==> src/verilog/bcm_params.svh <==
`ifndef BCM_PARAMS_SVH
`define BCM_PARAMS_SVH
// ==========================================
// Register offsets
`define BCM_ADDR_MODE 8'h61
`define BCM_ADDR_CEIL 8'h62
`define BCM_ADDR_SUPPLY 8'h6D
`define BCM_ADDR_HEAT 8'h6E
// ==========================================
// Field positions
`define BCM_MODE_MSB 6
`define BCM_MODE_LSB 4
`define BCM_TDEG_MSB 2
`define BCM_CEIL_MSB 3
`define BCM_MEAS_MSB 9
// ==========================================
// Reset values
`define BCM_MODE_RST 3'h2
`define BCM_TDEG_RST 3'h6
`define BCM_CEIL_RST 4'h8
`define BCM_SUPPLY_RST 10'h263
`define BCM_HEAT_RST 10'h19
// ==========================================
// Timing
`define BCM_CLK_MHZ 200
`define BCM_TDEG0_US 1330
`define BCM_TDEG1_US 2660
`define BCM_TDEG2_US 5320
`define BCM_TDEG3_US 21300
`define BCM_TDEG4_US 85200
`define BCM_TDEG5_US 340790
`define BCM_TDEG6_US 1363000
`define BCM_TDEG7_US 2730000
`endif

==> src/verilog/bcm_pkg.sv <==
package bcm_pkg;
  // ==========================================
  // Types
  typedef enum logic [2:0] {
    BCM_MODE_PASS = 3'h0,
    BCM_MODE_FORCE = 3'h1,
    BCM_MODE_ADAPT1 = 3'h5,
    BCM_MODE_ADAPT2 = 3'h6
  } bcm_mode_type;

  typedef struct packed {
    logic wr;
    logic [7:0] addr;
    logic [15:0] wdata;
  } bcm_regbus_type;

  typedef struct packed {
    logic [2:0] converter_operating_select;
    logic [2:0] small_signal_qualify_time;
    logic [3:0] rail_ceiling_code;
    logic raise_rail;
  } bcm_boost_type;
endpackage

==> src/verilog/bcm_i2c_slave.sv <==
`timescale 1ns/10ps
`include "bcm_params.svh"
module bcm_i2c_slave
  import bcm_pkg::*;
#(
  parameter logic [6:0] DEV_ADDR = 7'h2A
)
(
  input wire logic ref_clk_in,
  input wire logic nrst_in,
  input wire logic scl_in,
  input wire logic sda_in,
  output logic sda_oe_out,
  output bcm_regbus_type bus_out,
  output logic [7:0] rd_addr_out,
  input wire logic [15:0] rd_data_in
);
  // ==========================================
  // Pin synchronisers
  typedef enum logic [2:0] {S_IDLE, S_RX, S_ACK, S_TX, S_RACK} bcm_i2c_state_type;
  logic [5:0] sync_reg;
  logic [5:0] sync_next;
  logic scl_s;
  logic scl_d;
  logic sda_s;
  logic sda_d;
  bcm_i2c_state_type st_reg, st_next;
  logic [3:0] bit_reg, bit_next;
  logic [7:0] sh_reg, sh_next;
  logic [1:0] byte_reg, byte_next;
  logic rw_reg, rw_next;
  logic [7:0] addr_reg, addr_next;
  logic [7:0] hi_reg, hi_next;
  logic oe_reg, oe_next;
  bcm_regbus_type bus_reg, bus_next;
  logic rise;
  logic fall;
  logic start;
  logic stop;
  logic load;

  // Bits 5:4 and 2:1 are the first and second stages; 3 and 0 hold history.
  assign scl_s = sync_reg[4];
  assign scl_d = sync_reg[3];
  assign sda_s = sync_reg[1];
  assign sda_d = sync_reg[0];
  assign rise = scl_s && !scl_d;
  assign fall = !scl_s && scl_d;
  assign start = scl_s && scl_d && sda_d && !sda_s;
  assign stop = scl_s && scl_d && !sda_d && sda_s;

  always_comb
  begin
    sync_next = {scl_in, sync_reg[5:4], sda_in, sync_reg[2:1]};
  end

  // ==========================================
  // Byte engine
  always_comb
  begin
    st_next = st_reg;
    bit_next = bit_reg;
    sh_next = sh_reg;
    byte_next = byte_reg;
    rw_next = rw_reg;
    addr_next = addr_reg;
    hi_next = hi_reg;
    oe_next = oe_reg;
    bus_next = bus_reg;
    bus_next.wr = 1'b0;
    load = 1'b0;
    if (start)
    begin
      st_next = S_RX;
      bit_next = 4'h0;
      byte_next = 2'h0;
      oe_next = 1'b0;
    end
    else if (stop)
    begin
      st_next = S_IDLE;
      oe_next = 1'b0;
    end
    else
    begin
      unique case (st_reg)
        S_IDLE:
        begin
        end
        S_RX:
        begin
          if (rise)
          begin
            sh_next = {sh_reg[6:0], sda_s};
            bit_next = bit_reg + 4'h1;
          end
          else if (fall && bit_reg == 4'h8)
          begin
            st_next = S_ACK;
            oe_next = 1'b1;
            bit_next = 4'h0;
            unique case (byte_reg)
              2'h0:
              begin
                rw_next = sh_reg[0];
                byte_next = sh_reg[0] ? 2'h2 : 2'h1;
                if (sh_reg[7:1] != DEV_ADDR)
                begin
                  st_next = S_IDLE;
                  oe_next = 1'b0;
                end
              end
              2'h1:
              begin
                addr_next = sh_reg;
                byte_next = 2'h2;
              end
              2'h2:
              begin
                hi_next = sh_reg;
                byte_next = 2'h3;
              end
              2'h3:
              begin
                bus_next.wr = 1'b1;
                bus_next.addr = addr_reg;
                bus_next.wdata = {hi_reg, sh_reg};
                addr_next = addr_reg + 8'h01;
                byte_next = 2'h2;
              end
            endcase
          end
        end
        S_ACK:
        begin
          if (fall)
          begin
            oe_next = 1'b0;
            bit_next = 4'h0;
            if (rw_reg)
            begin
              load = 1'b1;
            end
            else
            begin
              st_next = S_RX;
            end
          end
        end
        S_TX:
        begin
          if (fall)
          begin
            bit_next = bit_reg + 4'h1;
            sh_next = {sh_reg[6:0], 1'b0};
            oe_next = !sh_reg[6];
            if (bit_reg == 4'h7)
            begin
              st_next = S_RACK;
              oe_next = 1'b0;
            end
          end
        end
        S_RACK:
        begin
          if (rise && sda_s)
          begin
            st_next = S_IDLE;
          end
          else if (fall)
          begin
            bit_next = 4'h0;
            load = 1'b1;
          end
        end
      endcase
    end
    // A word is sent high byte first; the low byte is held so a later write cannot tear it.
    if (load)
    begin
      st_next = S_TX;
      if (byte_reg == 2'h2)
      begin
        sh_next = rd_data_in[15:8];
        hi_next = rd_data_in[7:0];
        oe_next = !rd_data_in[15];
        byte_next = 2'h3;
      end
      else
      begin
        sh_next = hi_reg;
        oe_next = !hi_reg[7];
        addr_next = addr_reg + 8'h01;
        byte_next = 2'h2;
      end
    end
  end

  always_ff @(posedge ref_clk_in)
  begin
    if (!nrst_in)
    begin
      sync_reg <= 6'h3F;
      st_reg <= S_IDLE;
      bit_reg <= 4'h0;
      sh_reg <= 8'h00;
      byte_reg <= 2'h0;
      rw_reg <= 1'b0;
      addr_reg <= 8'h00;
      hi_reg <= 8'h00;
      oe_reg <= 1'b0;
      bus_reg <= '0;
    end
    else
    begin
      sync_reg <= sync_next;
      st_reg <= st_next;
      bit_reg <= bit_next;
      sh_reg <= sh_next;
      byte_reg <= byte_next;
      rw_reg <= rw_next;
      addr_reg <= addr_next;
      hi_reg <= hi_next;
      oe_reg <= oe_next;
      bus_reg <= bus_next;
    end
  end

  assign sda_oe_out = oe_reg;
  assign bus_out = bus_reg;
  assign rd_addr_out = addr_reg;
endmodule

==> src/verilog/bcm_regs.sv <==
`timescale 1ns/10ps
`include "bcm_params.svh"
// Function
// Mode codes: pass, forced, adaptive one, two.
// Mode field resets to code two.
// Qualify field picks eight deglitch times.
// Qualify field resets to code six.
// Ceiling code n means 6.5V plus n/4.
// Ceiling field resets to code eight.
// Read-only supply code, resets to 0x263.
// Read-only die heat code, resets 0x19.
// Adaptive: above raise level, raise rail.
// Adaptive: below drop level, never raise.
// Drop rail only after full qualify time.
// Reserved bits read zero, writes ignored.
module bcm_regs
  import bcm_pkg::*;
#(
  parameter logic [6:0] DEV_ADDR = 7'h2A,
  parameter int unsigned QUAL_CYC [8] = '{
    `BCM_TDEG0_US * `BCM_CLK_MHZ, `BCM_TDEG1_US * `BCM_CLK_MHZ,
    `BCM_TDEG2_US * `BCM_CLK_MHZ, `BCM_TDEG3_US * `BCM_CLK_MHZ,
    `BCM_TDEG4_US * `BCM_CLK_MHZ, `BCM_TDEG5_US * `BCM_CLK_MHZ,
    `BCM_TDEG6_US * `BCM_CLK_MHZ, `BCM_TDEG7_US * `BCM_CLK_MHZ}
)
(
  input wire logic ref_clk_in,
  input wire logic nrst_in,
  input wire logic scl_in,
  input wire logic sda_in,
  output logic sda_out,
  output logic sda_oe_out,
  input wire logic [6:0] sig_level_in,
  input wire logic [5:0] raise_level_code_in,
  input wire logic [5:0] drop_level_code_in,
  input wire logic meas_valid_in,
  input wire logic [9:0] supply_measure_code_in,
  input wire logic [9:0] die_heat_code_in,
  output bcm_boost_type boost_out
);
  // ==========================================
  // Declarations
  bcm_regbus_type bus;
  logic [7:0] rd_addr;
  logic [15:0] rd_data;
  logic [2:0] mode_reg, mode_next;
  logic [2:0] tdeg_reg, tdeg_next;
  logic [3:0] ceil_reg, ceil_next;
  logic [9:0] supply_reg, supply_next;
  logic [9:0] heat_reg, heat_next;
  logic raise_reg, raise_next;
  logic [29:0] qcnt_reg, qcnt_next;
  logic [29:0] qlim;

  function automatic logic is_adaptive(input logic [2:0] m);
    is_adaptive = (m == BCM_MODE_ADAPT1) || (m == BCM_MODE_ADAPT2);
  endfunction

  // Unmapped offsets and reserved bits read as zero.
  function automatic logic [15:0] read_word(input logic [7:0] a);
    read_word = 16'h0000;
    unique case (a)
      `BCM_ADDR_MODE: read_word = {9'h000, mode_reg, 1'b0, tdeg_reg};
      `BCM_ADDR_CEIL: read_word = {12'h000, ceil_reg};
      `BCM_ADDR_SUPPLY: read_word = {6'h00, supply_reg};
      `BCM_ADDR_HEAT: read_word = {6'h00, heat_reg};
      default: read_word = 16'h0000;
    endcase
  endfunction

  // ==========================================
  // Control port
  bcm_i2c_slave #(
    .DEV_ADDR(DEV_ADDR)
  ) u_port (
    .ref_clk_in(ref_clk_in),
    .nrst_in(nrst_in),
    .scl_in(scl_in),
    .sda_in(sda_in),
    .sda_oe_out(sda_oe_out),
    .bus_out(bus),
    .rd_addr_out(rd_addr),
    .rd_data_in(rd_data)
  );

  assign rd_data = read_word(rd_addr);
  assign sda_out = 1'b0;

  // ==========================================
  // Register file
  always_comb
  begin
    mode_next = mode_reg;
    tdeg_next = tdeg_reg;
    ceil_next = ceil_reg;
    supply_next = supply_reg;
    heat_next = heat_reg;
    if (bus.wr && bus.addr == `BCM_ADDR_MODE)
    begin
      mode_next = bus.wdata[`BCM_MODE_MSB:`BCM_MODE_LSB];
      tdeg_next = bus.wdata[`BCM_TDEG_MSB:0];
    end
    if (bus.wr && bus.addr == `BCM_ADDR_CEIL)
    begin
      ceil_next = bus.wdata[`BCM_CEIL_MSB:0];
    end
    // Writes to the readout offsets fall through; only the monitors update them.
    if (meas_valid_in)
    begin
      supply_next = supply_measure_code_in[`BCM_MEAS_MSB:0];
      heat_next = die_heat_code_in[`BCM_MEAS_MSB:0];
    end
  end

  always_ff @(posedge ref_clk_in)
  begin
    if (!nrst_in)
    begin
      mode_reg <= `BCM_MODE_RST;
      tdeg_reg <= `BCM_TDEG_RST;
      ceil_reg <= `BCM_CEIL_RST;
      supply_reg <= `BCM_SUPPLY_RST;
      heat_reg <= `BCM_HEAT_RST;
    end
    else
    begin
      mode_reg <= mode_next;
      tdeg_reg <= tdeg_next;
      ceil_reg <= ceil_next;
      supply_reg <= supply_next;
      heat_reg <= heat_next;
    end
  end

  // ==========================================
  // Adaptive boost decision
  assign qlim = 30'(QUAL_CYC[tdeg_reg]);

  // Between the two levels the rail holds, so a hovering signal cannot chatter.
  always_comb
  begin
    raise_next = 1'b0;
    qcnt_next = 30'h0;
    if (mode_reg == BCM_MODE_FORCE)
    begin
      raise_next = 1'b1;
    end
    else if (is_adaptive(mode_reg))
    begin
      if (sig_level_in > {1'b0, raise_level_code_in})
      begin
        raise_next = 1'b1;
      end
      else if (sig_level_in < {1'b0, drop_level_code_in})
      begin
        qcnt_next = (qcnt_reg >= qlim) ? qlim : qcnt_reg + 30'h1;
        raise_next = raise_reg && (qcnt_next != qlim);
      end
      else
      begin
        raise_next = raise_reg;
      end
    end
  end

  always_ff @(posedge ref_clk_in)
  begin
    if (!nrst_in)
    begin
      raise_reg <= 1'b0;
      qcnt_reg <= 30'h0;
    end
    else
    begin
      raise_reg <= raise_next;
      qcnt_reg <= qcnt_next;
    end
  end

  assign boost_out = '{mode_reg, tdeg_reg, ceil_reg, raise_reg};
endmodule

==> config.mk <==
export PLATFORM = sky130hd
export DESIGN_NAME = bcm_regs
export DESIGN_NICKNAME = d
export VERILOG_FILES = /design/src/verilog/bcm_pkg.sv /design/src/verilog/bcm_i2c_slave.sv /design/src/verilog/bcm_regs.sv
export VERILOG_INCLUDE_DIRS = /design/src /design/src/verilog
export SDC_FILE = /design/constraint.sdc
export NUM_CORES = 1
export LEC_CHECK = 0
export BUFFER_PORTS_ARGS = -buffer_cell sky130_fd_sc_hd__buf_2
export CAP_MARGIN = 30
export CORE_MARGIN = 5
export CORE_UTILIZATION = 50
export DETAILED_ROUTE_END_ITERATION = 10
export PLACE_DENSITY_LB_ADDON = 0.08
export RECOVER_POWER = 50
export SKIP_CTS_REPAIR_TIMING = 1
export SLEW_MARGIN = 20
export SYNTH_ARGS = -nofsm -noshare
export SYNTH_HDL_FRONTEND = slang
export SYNTH_SLANG_ARGS = --single-unit
==> constraint.sdc <==
create_clock -name ref_clk_in -period 3.2 [get_ports ref_clk_in]
set_clock_uncertainty 0.15 [all_clocks]
set_input_delay 0.32 -clock ref_clk_in [delete_from_list [all_inputs] [get_ports ref_clk_in]]
set_output_delay 0.32 -clock ref_clk_in [all_outputs]
set_load 0.03 [all_outputs]
==> impl_metrics.csv <==
group,metric,value,unit
power,p_seq_share,41.9,%
final_layout,area_growth_syn_to_layout,19.9,%
clock_tree,clock-sinks,118,
clock_tree,clk_pin_slew,0.06,ns
yosys,syn_avg_cell_area,8.19,um^2
final_layout,layout_common_cells,"dfxtp_1, nand2_1, nor2_1",
critical_path,worstPathMaxFanout,6,
yosys,synth_edf_count,0,
route,ant_nets,0,
power,vdd_ir_drop_max,371,uV
global_route,grt_pass1_wl,35.0,mm
critical_path,r2r_cells,10,
yosys,ys.warnings.count,0,
power,p_int,2720,uW
final_layout,nFillCells,1383,
critical_path,cp_num_buf_inv,2,
global_route,use_met1,29.1,%
floorplan,die_h,134,um
sta,fin_crit_sh,94.0,%
floorplan,num_rows,45,
run_status,violations,"negative hold slack",
final_layout,largest_reg_flops,30,
route,wl,21.6,mm
clock_tree,root_buffer,"clkbuf_16",
global_route,gr-total-overflow,0,
floorplan,ioPinCount,57,
critical_path,crit_start,"qcnt_reg[0]",
global_route,busiest_layer,"met2",
floorplan,core_area,15100,um^2
power,p_leak,0.00390,uW
power,switchingPower,859,uW
floorplan,fp.dieArea,18000,um^2
final_layout,fin_util,60.9,%
route,num_vias,7170,
critical_path,path_cells,"ha_2 -> nand4_1 -> buf_4 -> or3_4 -> nor3_2 -> buf_4 -> o21ai_0 -> a2111o_1 -> nor4_2 -> a21oi_1",
critical_path,reg2reg_from,"qcnt_reg[0]",
critical_path,reg2reg_setup_slack,0.19,ns
critical_path,cp_slowest_stage_delay,0.43,ns
critical_path,critical_path.top_delay_family,"simple AND/OR/NAND/NOR gates",
global_route,first_global_vias,6846,
global_route,grt_use_met3,4.69,%
critical_path,cp-start-kind,"flip-flop",
critical_path,cp_data_arrival_time,3.15,ns
critical_path,crit_top_cell,"buf_4",
clock_tree,cts-htree-levels,4,
critical_path,worst-path-stages,10,
critical_path,crit_type,"reg2reg",
critical_path,rr_endpoint,"raise_reg",
critical_path,cp_data_required_time,3.35,ns
yosys,synth_area_leaders,"dfxtp_1, ha_1, nand2_1",
run_status,status,"finished, violations left",
final_layout,layout.cells.most_common,"dfxtp_1",
yosys,synth_top_area_cell,"dfxtp_1",
yosys,syn_nets,1031,
worst_hold_path,worstHoldPathType,"in2reg",
power,p_per_area,388,nW/um^2
floorplan,start_util,50.8,%
place,dpl.hpwl,16.2,mm
power,switching_share,24.0,%
yosys,synth_flop_cell,"dfxtp_1",
yosys,synth_top_family_by_area,"simple AND/OR/NAND/NOR gates",
global_route,grt_max_degree,41,
route,viasPerCell,5.79,
sta,rsz0062_at_grt,"false",
yosys,yosys_register_bits,118,
yosys,synth-xor-area-share,5.50,%
power,clock_power_share,53.9,%
final_layout,register_area,2370,um^2
yosys,syn_area,7690,um^2
sta,final_max_slew_viol_count,0,
clock_tree,clk_path_buf_depth,2,
worst_hold_path,min_path_cells,3,
sta,whs,-0.00427,ns
global_route,grt_usage,24.1,%
yosys,yosysUniqueCellTypes,72,
yosys,synthMuxAreaShare,5.53,%
final_layout,num_antenna_cells,0,
sta,hold_violations,3,
yosys,syn_inst,940,
route,drt_iter0_drc,484,
route,wl_per_cell,17.4,um
place,globalplace.congestion,0.936,
yosys,synth-simple-area-share,25.6,%
critical_path,crit_path_top_delay_cell,"a2111o_1",
yosys,synth-compound-area-share,20.1,%
critical_path,critPathCapture,"raise_reg",
job,drv_cap,0,
sta,timing.setup.tns,0,ns
yosys,synth_fa_ha_area_share,7.64,%
yosys,async_flop_share,0,%
final_layout,nets,1129,
yosys,synth_top_area_share,30.7,%
critical_path,worst_setup_path_end_kind,"flip-flop",
final_layout,multi_input_area,5050,um^2
global_route,met2_usage,42.8,%
route,drc,0,
global_route,antenna_found_initial,0,
clock_tree,clock_latency,0.43,ns
sta,worst_slew_pin_slew,1.41,ns
sta,final.min_clock_period,3.01,ns
clock_tree,tritoncts,"built",
yosys,ys_seq_area_share,30.7,%
clock_tree,cts_made_buffers,17,
sta,fmax,333,MHz
floorplan,fp.dieW,134,um
final_layout,drive_above_1_share,16.6,%
place,port-buffer-count,55,
sta,slew-limit-headroom,5.92,%
route,drtPass1Iterations,5,
power,combPwrFrac,4.2,%
sta,setup_viol,0,
[how the worst min path moves through the flow]
stage	start	to
after CTS	scl_in	u_port.sync_reg[5]
after global placement	u_port.sync_reg[2]	u_port.sync_reg[1]
after floorplan	u_port.sync_reg[2]	u_port.sync_reg[1]
after global routing	die_heat_code_in[7]	heat_reg[7]
final	supply_measure_code_in[7]	supply_reg[7]
after detailed placement	u_port.sync_reg[2]	u_port.sync_reg[1]
[per-stage QoR]
step	instance area [um^2]	instances	hold WS (ns)	power, uW	setup WS (ns)
after global routing	9230	1239	0.00935	3700	0.00984
after CTS	9000	1221	-0.0884	3590	-0.250
after global placement	8410	1189	0.240	1670	-0.306
after detailed placement	8410	1189	0.242	1670	-0.212
after floorplan	7700	940	0.236	1620	0.00907
final	9230	1239	-0.00427	3580	0.193
[area by class of cell]
| class | count | area share (%) |
|---|---|---|
| Clock inverter | 15 | 1.80 |
| Clock buffer | 17 | 4.61 |
| Timing Repair Buffer | 131 | 9.18 |
| Inverter | 36 | 1.50 |
| Sequential cell | 118 | 25.7 |
| Multi-Input combinational cell | 734 | 54.7 |
| Tap cell | 188 | 2.55 |
[cells by family after synthesis]
logic type,after synthesis
mux,42
simple gates,385
fa+ha+maj,47
xor+xnor,41
buf+inv,88
compound gates,218
flops,118
other cells,1
[tightest hold or removal path: stages]
cell,delay [ns]
buf_2,0.07
mux2i_1,0.05
nor2b_1,0.09
[per-layer routing]
metal  share of wire (%)  vias up
li1                    -     3601
met1                  43     3371
met2                  50      152
met3                 3.3       46
met4                 3.0        0
met5                   0        -
[power by group through the flow]
stage / logic, uW / clock network, uW / registers [uW]
floorplan: 94.9 / 0 / 1530
global placement: 139 / 0 / 1530
detailed placement: 141 / 0 / 1530
CTS: 142 / 1950 / 1500
global route: 169 / 2030 / 1500
finish: 150 / 1930 / 1500
[Yosys cell counts (20+ instances only)]
| cell type | count |
|---|---|
| xnor2_1 | 21 |
| nor2_1 | 71 |
| nor2b_1 | 31 |
| inv_1 | 36 |
| nand2b_1 | 20 |
| nand2_1 | 111 |
| a21oi_1 | 40 |
| a211oi_1 | 22 |
| clkbuf_1 | 37 |
| o21ai_0 | 27 |
| dfxtp_1 | 118 |
| nand3_1 | 47 |
| nor3_1 | 20 |
| mux2i_1 | 38 |
| ha_1 | 47 |
Note: power is estimated with default switching activity, not from simulation.
